--- src/core/dpmb_params.svh ---
// Constants for the dual-port memory port controller.
// Assumes a 25 MHz clk and one asynchronous dual-port memory port on the pins.
// Operation
// - After a far-port write, wait the cross-port flow delay before trusting read data.
// - A memory read asserts both chip select and output enable.
// - A token read asserts token select instead of chip select, plus output enable.
// - Writes to a slave wait until its busy input has settled.
// - Request a token by writing zero, read back; zero means owned.
// - Release selects for the readback gap between token write and readback.
`ifndef DPMB_PARAMS_SVH
`define DPMB_PARAMS_SVH

`define DPMB_CLK_NS        40
`define DPMB_ACCESS_NS     55
`define DPMB_WRITE_NS      55
`define DPMB_FLOW_NS       55
`define DPMB_SETTLE_NS     45
`define DPMB_GAP_NS        15
`define DPMB_ACCESS_CYC    (((`DPMB_ACCESS_NS + `DPMB_CLK_NS - 1) / `DPMB_CLK_NS) + 2)
`define DPMB_WRITE_CYC     ((`DPMB_WRITE_NS + `DPMB_CLK_NS - 1) / `DPMB_CLK_NS)
`define DPMB_FLOW_CYC      ((`DPMB_FLOW_NS + `DPMB_CLK_NS - 1) / `DPMB_CLK_NS)
`define DPMB_SETTLE_CYC    (((`DPMB_SETTLE_NS + `DPMB_CLK_NS - 1) / `DPMB_CLK_NS) + 2)
`define DPMB_GAP_CYC       ((`DPMB_GAP_NS + `DPMB_CLK_NS - 1) / `DPMB_CLK_NS)

`define DPMB_REG_CTRL      3'h0
`define DPMB_REG_ADDR      3'h1
`define DPMB_REG_WDATA     3'h2
`define DPMB_REG_RDATA     3'h3
`define DPMB_REG_STATUS    3'h4

`define DPMB_CTRL_OP_LSB   0
`define DPMB_CTRL_LANE_LSB 4
`define DPMB_ST_ACTIVE     0
`define DPMB_ST_DONE       1
`define DPMB_ST_OWNED      2
`define DPMB_ST_BUSY       3
`define DPMB_ST_FLAG       4

`define DPMB_ADDR_RST      13'h0000
`define DPMB_DATA_RST      16'h0000
`define DPMB_LANE_RST      2'h3
`define DPMB_TOKEN_ADDR_W  3

`endif

--- src/core/dpmb_pkg.sv ---
// Types for the dual-port memory port controller.
// Assumes the constants header is compiled alongside.
package dpmb_pkg;

   typedef enum logic [2:0] {
      DPMB_IDLE  = 3'h0,
      DPMB_SETUP = 3'h1,
      DPMB_ACT   = 3'h3,
      DPMB_HOLD  = 3'h2,
      DPMB_GAP   = 3'h6
   } dpmb_state_t;

   typedef enum logic [2:0] {
      DPMB_MEM_READ  = 3'h0,
      DPMB_MEM_WRITE = 3'h1,
      DPMB_TOK_READ  = 3'h2,
      DPMB_TOK_WRITE = 3'h3,
      DPMB_TOK_TAKE  = 3'h4
   } dpmb_op_t;

   typedef struct packed {
      dpmb_state_t st;
      dpmb_op_t    op;
      logic        rd_phase;
      logic [7:0]  cnt;
      logic [12:0] addr;
      logic [15:0] wdata;
      logic [15:0] rdata;
      logic [1:0]  lane_en;
      logic        active;
      logic        done;
      logic        owned;
      logic        busy_s1;
      logic        busy_s2;
      logic        flag_s1;
      logic        flag_s2;
      logic [15:0] din_s1;
      logic [15:0] din_s2;
      logic [15:0] rd_data;
      logic        chip_sel_n;
      logic        token_select_n;
      logic        rw_n;
      logic        out_en_n;
      logic        upper_lane_select_n;
      logic        lower_lane_select_n;
      logic [15:0] dq_o;
      logic        dq_oe_n;
   } dpmb_regs_t;

endpackage : dpmb_pkg

--- src/core/dpmb_host.sv ---
// Controller that drives one port of an asynchronous dual-port memory.
// Assumes software on a plain strobe port and the memory port on the pins.
//
// Added by the designer: the plain strobed port and the placing of the registers.
`timescale 1ns/10ps
`include "dpmb_params.svh"

module dpmb_host
   import dpmb_pkg::*;
(
   input  wire logic        clk,
   input  wire logic        arst_n,
   input  wire logic [2:0]  reg_addr,
   input  wire logic [15:0] reg_wdata,
   input  wire logic        reg_wr,
   input  wire logic        reg_rd,
   output      logic [15:0] reg_rdata,
   output      logic [12:0] mem_addr,
   output      logic        chip_sel_n,
   output      logic        token_select_n,
   output      logic        rw_n,
   output      logic        out_en_n,
   output      logic        upper_lane_select_n,
   output      logic        lower_lane_select_n,
   input  wire logic [15:0] dq_i,
   output      logic [15:0] dq_o,
   output      logic        dq_oe_n,
   input  wire logic        busy_n,
   input  wire logic        flag_n
);

   localparam logic [7:0] ACCESS_CYC = 8'(`DPMB_ACCESS_CYC);
   localparam logic [7:0] WRITE_CYC  = 8'(`DPMB_WRITE_CYC);
   localparam logic [7:0] FLOW_CYC   = 8'(`DPMB_FLOW_CYC);
   localparam logic [7:0] SETTLE_CYC = 8'(`DPMB_SETTLE_CYC);
   localparam logic [7:0] GAP_CYC    = 8'(`DPMB_GAP_CYC);

   dpmb_regs_t r;
   dpmb_regs_t next_r;

   // Token operations use the token select
   function automatic logic is_token(input dpmb_op_t op);
      is_token = (op == DPMB_TOK_READ) || (op == DPMB_TOK_WRITE) || (op == DPMB_TOK_TAKE);
   endfunction : is_token

   // Whether the current access writes
   function automatic logic is_write(input dpmb_op_t op, input logic rd_phase);
      unique case (op)
         DPMB_MEM_WRITE: is_write = 1'b1;
         DPMB_TOK_WRITE: is_write = 1'b1;
         DPMB_TOK_TAKE:  is_write = !rd_phase;
         default:        is_write = 1'b0;
      endcase
   endfunction : is_write

   // Status word
   function automatic logic [15:0] status_word(input dpmb_regs_t s);
      status_word = 16'h0000;
      status_word[`DPMB_ST_ACTIVE] = s.active;
      status_word[`DPMB_ST_DONE]   = s.done;
      status_word[`DPMB_ST_OWNED]  = s.owned;
      status_word[`DPMB_ST_BUSY]   = !s.busy_s2;
      status_word[`DPMB_ST_FLAG]   = !s.flag_s2;
   endfunction : status_word

   logic tok;
   logic wr;

   always_comb begin
      tok = is_token(r.op);
      wr  = is_write(r.op, r.rd_phase);
   end

   always_comb begin
      next_r = r;

      // Pin synchronisers
      next_r.busy_s1 = busy_n;
      next_r.busy_s2 = r.busy_s1;
      next_r.flag_s1 = flag_n;
      next_r.flag_s2 = r.flag_s1;
      next_r.din_s1  = dq_i;
      next_r.din_s2  = r.din_s1;

      // Register reads answer one cycle later
      next_r.rd_data = 16'h0000;
      if (reg_rd) begin
         unique case (reg_addr)
            `DPMB_REG_CTRL:   next_r.rd_data = {10'h000, r.lane_en, 1'b0, r.op};
            `DPMB_REG_ADDR:   next_r.rd_data = {3'h0, r.addr};
            `DPMB_REG_WDATA:  next_r.rd_data = r.wdata;
            `DPMB_REG_RDATA:  next_r.rd_data = r.rdata;
            `DPMB_REG_STATUS: next_r.rd_data = status_word(r);
            default:          next_r.rd_data = 16'h0000;
         endcase
      end

      // Register writes; setup ignored while an access runs
      if (reg_wr && !r.active) begin
         unique case (reg_addr)
            `DPMB_REG_ADDR:  next_r.addr  = reg_wdata[12:0];
            `DPMB_REG_WDATA: next_r.wdata = reg_wdata;
            `DPMB_REG_CTRL: begin
               next_r.op       = dpmb_op_t'(reg_wdata[`DPMB_CTRL_OP_LSB +: 3]);
               next_r.lane_en  = reg_wdata[`DPMB_CTRL_LANE_LSB +: 2];
               next_r.rd_phase = 1'b0;
               next_r.active   = 1'b1;
               next_r.done     = 1'b0;
               next_r.st       = DPMB_SETUP;
               next_r.cnt      = SETTLE_CYC;
            end
            default: begin
            end
         endcase
      end

      unique case (r.st)
         DPMB_IDLE: begin
            next_r.chip_sel_n          = 1'b1;
            next_r.token_select_n      = 1'b1;
            next_r.rw_n                = 1'b1;
            next_r.out_en_n            = 1'b1;
            next_r.upper_lane_select_n = 1'b1;
            next_r.lower_lane_select_n = 1'b1;
            next_r.dq_oe_n             = 1'b1;
         end

         DPMB_SETUP: begin
            // Address, select and lanes stand before any strobe
            if (tok) begin
               next_r.token_select_n      = 1'b0;
               next_r.chip_sel_n          = 1'b1;
               next_r.upper_lane_select_n = 1'b1;
               next_r.lower_lane_select_n = 1'b1;
            end else begin
               next_r.chip_sel_n          = 1'b0;
               next_r.token_select_n      = 1'b1;
               next_r.upper_lane_select_n = !r.lane_en[1];
               next_r.lower_lane_select_n = !r.lane_en[0];
            end
            next_r.rw_n     = 1'b1;
            next_r.out_en_n = 1'b1;
            if (r.op == DPMB_TOK_TAKE) begin
               next_r.dq_o = 16'h0000;
            end else begin
               next_r.dq_o = r.wdata;
            end
            next_r.dq_oe_n = !wr;
            if (r.cnt > 8'h01) begin
               next_r.cnt = r.cnt - 8'h01;
            end else if (wr && !tok && !r.busy_s2) begin
               // A lost contention holds off the write until busy clears
               next_r.cnt = SETTLE_CYC;
            end else begin
               next_r.st  = DPMB_ACT;
               next_r.cnt = wr ? WRITE_CYC : ACCESS_CYC + FLOW_CYC;
            end
         end

         DPMB_ACT: begin
            if (wr) begin
               next_r.rw_n = 1'b0;
            end else begin
               next_r.out_en_n = 1'b0;
            end
            if (r.cnt > 8'h01) begin
               next_r.cnt = r.cnt - 8'h01;
            end else begin
               if (!wr) begin
                  next_r.rdata = r.din_s2;
               end
               // Rising read/write strobe ends the write
               next_r.rw_n     = 1'b1;
               next_r.out_en_n = 1'b1;
               next_r.st       = DPMB_HOLD;
            end
         end

         DPMB_HOLD: begin
            // Selects drop, data released after the strobe
            next_r.chip_sel_n          = 1'b1;
            next_r.token_select_n      = 1'b1;
            next_r.upper_lane_select_n = 1'b1;
            next_r.lower_lane_select_n = 1'b1;
            next_r.dq_oe_n             = 1'b1;
            next_r.st                  = DPMB_GAP;
            next_r.cnt                 = GAP_CYC;
            if (r.op == DPMB_TOK_TAKE && r.rd_phase) begin
               next_r.owned = !r.rdata[0];
            end else if (r.op == DPMB_TOK_READ) begin
               next_r.owned = !r.rdata[0];
            end else if (r.op == DPMB_TOK_WRITE && r.wdata[0]) begin
               // Writing one gives the latch away
               next_r.owned = 1'b0;
            end
         end

         DPMB_GAP: begin
            if (r.cnt > 8'h01) begin
               next_r.cnt = r.cnt - 8'h01;
            end else if (r.op == DPMB_TOK_TAKE && (!r.rd_phase || r.rdata[0])) begin
               // Read back, and keep polling while the far port owns it
               next_r.rd_phase = 1'b1;
               next_r.st       = DPMB_SETUP;
               next_r.cnt      = SETTLE_CYC;
            end else begin
               next_r.st     = DPMB_IDLE;
               next_r.active = 1'b0;
               next_r.done   = 1'b1;
            end
         end

         default: begin
            next_r.st     = DPMB_IDLE;
            next_r.active = 1'b0;
         end
      endcase
   end

   always_ff @(posedge clk or negedge arst_n) begin
      if (!arst_n) begin
         r.st                  <= DPMB_IDLE;
         r.op                  <= DPMB_MEM_READ;
         r.rd_phase            <= 1'b0;
         r.cnt                 <= 8'h00;
         r.addr                <= `DPMB_ADDR_RST;
         r.wdata               <= `DPMB_DATA_RST;
         r.rdata               <= `DPMB_DATA_RST;
         r.lane_en             <= `DPMB_LANE_RST;
         r.active              <= 1'b0;
         r.done                <= 1'b0;
         r.owned               <= 1'b0;
         r.busy_s1             <= 1'b1;
         r.busy_s2             <= 1'b1;
         r.flag_s1             <= 1'b1;
         r.flag_s2             <= 1'b1;
         r.din_s1              <= 16'h0000;
         r.din_s2              <= 16'h0000;
         r.rd_data             <= 16'h0000;
         r.chip_sel_n          <= 1'b1;
         r.token_select_n      <= 1'b1;
         r.rw_n                <= 1'b1;
         r.out_en_n            <= 1'b1;
         r.upper_lane_select_n <= 1'b1;
         r.lower_lane_select_n <= 1'b1;
         r.dq_o                <= 16'h0000;
         r.dq_oe_n             <= 1'b1;
      end else begin
         r <= next_r;
      end
   end

   // Token accesses decode only the low address bits
   always_comb begin
      if (tok) begin
         mem_addr = {10'h000, r.addr[`DPMB_TOKEN_ADDR_W-1:0]};
      end else begin
         mem_addr = r.addr;
      end
   end

   assign reg_rdata           = r.rd_data;
   assign chip_sel_n          = r.chip_sel_n;
   assign token_select_n      = r.token_select_n;
   assign rw_n                = r.rw_n;
   assign out_en_n            = r.out_en_n;
   assign upper_lane_select_n = r.upper_lane_select_n;
   assign lower_lane_select_n = r.lower_lane_select_n;
   assign dq_o                = r.dq_o;
   assign dq_oe_n             = r.dq_oe_n;

endmodule : dpmb_host

--- config.mk ---
export PLATFORM = sky130hd
export DESIGN_NAME = dpmb_host
export DESIGN_NICKNAME = d
export VERILOG_FILES = /design/src/core/dpmb_pkg.sv /design/src/core/dpmb_host.sv
export VERILOG_INCLUDE_DIRS = /design/src /design/src/core
export SDC_FILE = /design/constraint.sdc
export NUM_CORES = 1
export LEC_CHECK = 0
export ABC_AREA = 1
export BUFFER_PORTS_ARGS = -buffer_cell sky130_fd_sc_hd__clkbuf_2
export CAP_MARGIN = 20
export CORE_ASPECT_RATIO = 0.5
export CORE_UTILIZATION = 57
export DETAILED_ROUTE_END_ITERATION = 8
export PLACE_DENSITY = 0.8
export SLEW_MARGIN = 40
export SYNTH_ARGS = -nofsm -noshare
export SYNTH_HDL_FRONTEND = slang
export SYNTH_SLANG_ARGS = --single-unit
--- constraint.sdc ---
create_clock -name clk -period 2.4 [get_ports clk]
set_clock_uncertainty 0.1 [all_clocks]
set_input_delay 0.48 -clock clk [delete_from_list [all_inputs] [get_ports clk]]
set_output_delay 0.48 -clock clk [all_outputs]
set_load 0.005 [all_outputs]
## Yosys cells after proc, flatten, opt, wreduce, memory -nomap -nowiden

Cells that the tools add are included.

| word-level totals | value |
|---|---|
| bits in registers | 140 |
| latch bits | 0 |
| bits in writable memories | 0 |
| memory bits (read-only) | 0 |
| memories kept | 0 |

| cells by class | value |
|---|---|
| add/subtract/negate cells | 1 |
| multipliers | 0 |
| divide/modulo/power cells | 0 |
| order comparisons | 1 |
| equality and inequality tests | 14 |
| shifts and indexed selects | 0 |
| muxes and demuxes | 42 |
| bitwise logic cells | 2 |
| reduce and logical (&&, ||, !) cells | 34 |

Operators with widths:

| kind | number |
|---|---|
| $pmux 16 s5 | 1 |
| $mux 16 | 3 |
| $mux 44 | 1 |
| $pmux 8 s4 | 1 |
| $mux 13 | 2 |
| $mux 8 | 3 |
| $eq 3x2->1 const B | 6 |
| $mux 3 | 6 |
| $mux 15 | 1 |
| $pmux 3 s5 | 1 |
| $mux 2 | 7 |
| $pmux 2 s2 | 3 |
| $reduce_and 2->1 | 6 |
| $eq 3x1->1 const B | 3 |
| $eq 3x3->1 const B | 3 |
| $logic_not 1->1 | 9 |
| $mux 1 | 9 |
| $mux 9 | 1 |
| $gt 8x1->1 const B | 1 |
| $sub 8x1->8 const B | 1 |
| $logic_and 1x1->1 | 6 |
| $logic_not 3->1 | 2 |
| $ne 3x3->1 const B | 2 |
| $pmux 1 s2 | 3 |
| 7 further kinds | 13 |

## Logic depth before layout (Yosys ltp)

| logic depth | value |
|---|---|
| word-level depth | 9 |
| depth in mapped cells | 10 |

## Worst setup path after synthesis

Ideal clock, no wire load.

| path | value |
|---|---|
| path kind | reg2out |
| start | register r[134] in the netlist's numbering |
| end | output port mem_addr[10] |
| arrival time | 1.162 ns |
| path slack | 0.658 ns |
| stages on the path, launching flop included | 6 |
| path buffers | 1 |
| cell sequence | dfrtp_1 nor2_1 nand2_1 buf_2 o21ai_1 nor2_1 |

| between the ends | value |
|---|---|
| longest elaborated chain between the ends | 4 |

RTL lines:

| item | RTL line | RTL |
|---|---|---|
| start: declaration | dpmb_host.sv:38 | `dpmb_regs_t r;` |
| $eq 3x2->1 | dpmb_host.sv:43 | `is_token = (op == DPMB_TOK_READ) \|\| (op == DPMB_TOK_WRITE) \|\| (op == DPMB_TOK_TAKE);` |
| $logic_or 1x1->1 | dpmb_host.sv:43 |  |
| $logic_or 1x1->1 (*) | dpmb_host.sv:43 |  |
| $mux 13 (*) | dpmb_host.sv:255 | `if (tok) begin` |
| end: declaration | dpmb_host.sv:18 | `output logic [12:0] mem_addr,` |

Mark *: on every way between the ends. The rest lies on a longest branch, timed or not.

## Worst setup path in the final report

| path | value |
|---|---|
| start | register r[134] in the netlist's numbering |
| end | output port mem_addr[3] |

The elaborated chain is that of the path after synthesis.

==> flow_metrics.py <==
metrics = {
    "global_routing": {
        "antenna_found_initial": 0,
        "grt_pass1_vias": 4434,
        "grt_pass1_wl_microns": 21600,
        "grt_max_degree": 55,
        "grt_overflow": 0,
        "track_usage": 0.263,
    },
    "critical_path": {
        "arrival_ps": 1680,
        "end_kind": "output pin",
        "cp-start-kind": "flip-flop",
        "critPathMaxFanout": 10,
        "rrSetupSlack_ps": 290,
        "cp_slowest_cell": "dfrtp_1",
        "max_stage_delay_ps": 430,
        "path_cells": "nor2_1, nand2_1, o21ai_2, nor2_1, clkbuf_2",
        "critical_path_required_ps": 1820,
        "crit_type": "reg2out",
        "cpMostUsedCell": "nor2_1",
    },
    "yosys": {
        "synthTopCellsByArea": "dfrtp_1 53%, nand2_1 10%, dfstp_2 5.7%",
        "synth_top_area_cell": "dfrtp_1",
        "synth-seq-cells": 140,
        "ys_seq_area_frac": 0.584,
        "syn-num-nets": 693,
        "syn-cell-area_sq_um": 6030,
        "yosysTopAreaCellShare": 0.527,
        "synthCells": 650,
        "synth.distinct_cells": 38,
        "yosys_warnings": 0,
        "synth.avg_cell_area_sq_um": 9.27,
    },
    "cts": {
        "cts_tree": "built",
        "numClockSinks": 140,
        "htreeDepth": 4,
        "clk_pin_slew_ps": 60,
        "clockRootBuffer": "clkbuf_16",
        "cts_setup_buffers": 0,
        "cts_buffers": 17,
        "insertion_delay_ps": 420,
        "cts.path.max_buffers": 2,
    },
    "floorplan": {
        "initial_core_util": 0.588,
        "die_h_microns": 74.7,
        "die_w_microns": 147,
        "pin_count": 93,
        "core_sq_um": 10200,
        "rows": 26,
        "dieArea_sq_um": 11000,
    },
    "place": {
        "io_buffers": 92,
        "pre_cts_slack_ps": 355,
        "place.gp.congestion": 0.942,
        "dpl.cell_count": 836,
        "dp_hpwl_microns": 9340,
    },
    "drt": {
        "antenna_left": 0,
        "num_vias": 4677,
        "drc": 0,
        "viasPerCell": 5.38,
        "wl_per_cell_microns": 15.4,
        "drt_iter0_drc": 269,
        "routed_wl_microns": 13400,
        "firstDrtPassIters": 4,
    },
    "power": {
        "power_density_nw_per_um2": 1190,
        "peakVddDrop_mv": 0.645,
        "finalPower_mw": 8.33,
        "p_leak_nw": 3.68,
    },
    "worst_hold_path": {
        "hold_class": "in2reg",
    },
    "cells_and_area": {
        "fin_cells": 869,
        "area_growth_syn_to_layout_pct": 15.8,
        "fill_cells": 787,
        "final_layout_size_suffix_gt1_frac": 0.232,
        "final_common_cell": "nand2_1",
        "nets": 759,
        "layout_common_cells": "168 x nand2_1, 127 x dfrtp_1, 91 x clkbuf_2, 66 x inv_1, 57 x nand3_1",
        "antenna_cells": 0,
    },
    "timing": {
        "drv_slew": 0,
        "finalSetupViolCount": 0,
        "setup_tns_ps": 0,
        "fin_crit_ps": 2260,
        "max_freq_mhz": 443,
        "worst_slew_margin_rel": 0.610,
        "hold_violations": 0,
        "post-route-period-util": 0.940,
        "finalWorstSetupSlack_ps": 144,
        "grt_setup_unrepaired": "no",
        "worst_slew_pin_slew_ps": 584,
    },
    "status": {
        "status": "completed",
    },
    "flow_run": {
        "max-cap-violations": 0,
    },
}
-- power breakdown --
group	switching (mW)	internal, mW
Clock	1.08	1.57
Sequential	0.454	3.00
Combinational	1.42	0.807
-- cells in the mapped netlist, drive strengths merged --
| library cell | number |
|---|---|
| nor2 | 44 |
| inv | 75 |
| a41oi | 2 |
| xor2 | 3 |
| nand2 | 172 |
| nand4 | 6 |
| o211ai | 10 |
| xnor2 | 1 |
| dfrtp | 127 |
| ha | 2 |
| o21ai | 48 |
| o211a | 1 |
| a22oi | 7 |
| o31ai | 1 |
| clkbuf | 5 |
| o21a | 1 |
| a21oi | 9 |
| o2111ai | 1 |
| mux2 | 3 |
| nor3 | 3 |
| a22o | 1 |
| o221ai | 1 |
| o22ai | 6 |
| buf | 49 |
| clkinv | 1 |
| nand3 | 57 |
| dfstp | 13 |
| or2 | 1 |
-- logic make-up (layout without fill, tap and decap cells) --
kind of cell / count (synthesis) / in the layout / synth area share
buffers and inverters: 130 / 209 / 0.110
AO/OA/AOI/OAI: 88 / 88 / 0.0861
adder cells (fa/ha/maj): 2 / 2 / 0.00415
XOR/XNOR: 4 / 4 / 0.00581
AND/OR/NAND/NOR: 283 / 283 / 0.203
multiplexers: 3 / 3 / 0.00747
flip-flops: 140 / 140 / 0.584
-- state kept, by name (all words and copies together), names as in the netlist, 16 cells and up --
name and flops:
r 83, next_r 18, dq_o 16, reg_rdata 16
-- routing by layer --
metal	vias up	routed length [microns]	track usage
li1	2187	-	-
met1	2305	5790	0.335
met2	164	6700	0.441
met3	21	672	0.0673
met4	0	219	0.115
met5	-	0	0
-- cell type report --
cell class	count	area [sq um]	share of cell area
sequential	140	3520	0.504
tap	140	175	0.0251
multi-input combinational	380	1850	0.265
timing repair buffer	101	549	0.0787
inverter	76	285	0.0409
clock buffer	17	425	0.0610
clock inverter	15	173	0.0247
-- critical path, delay by kind of cell, from the launching register on --
family          cells  cell delay (ps)
simple gates        3              430
buf+inv             1              140
compound gates      1              250
flops               1              430
-- metrics by stage --
| stage | area (sq um) | hold slack (ps) | util |
|---|---|---|---|
| 2_1_floorplan | 6030 | 84.4 | - |
| 3_3_place_gp | 6370 | 235 | 0.621 |
| 3_5_place_dp | 6370 | 235 | 0.622 |
| 4_1_cts | 6980 | 32.2 | 0.681 |
| 5_1_grt | 6980 | 26.5 | 0.681 |
| 6_report | 6980 | 44.2 | 0.681 |
-- final timing paths --
| kind | start | endpoint | cells after the start |
|---|---|---|---|
| min in group asynchronous | arst_n | r[129]$_DFF_PN0_ | 2 |
| worst min register to register | next_r[46]$_DFF_PN0_ | r[46]$_DFF_PN0_ | 0 |
| max in group asynchronous | arst_n | r[79]$_DFFE_PN1P_ | 3 |
| worst max-delay path | r[134]$_DFFE_PN0P_ | mem_addr[3] | 5 |
| worst max register to register | r[126]$_DFF_PN0_ | r[80]$_DFFE_PN0P_ | 9 |
| worst min-delay path | flag_n | next_r[71]$_DFF_PN1_ | 1 |
-- timing repair --
action | in CTS | in global routing
hold endpoints to repair | 26 | 0
hold buffers | 1 | 0
setup endpoints to repair | 0 | 0
resized for setup | 0 | 0
Power figures use the tool's default switching activity.
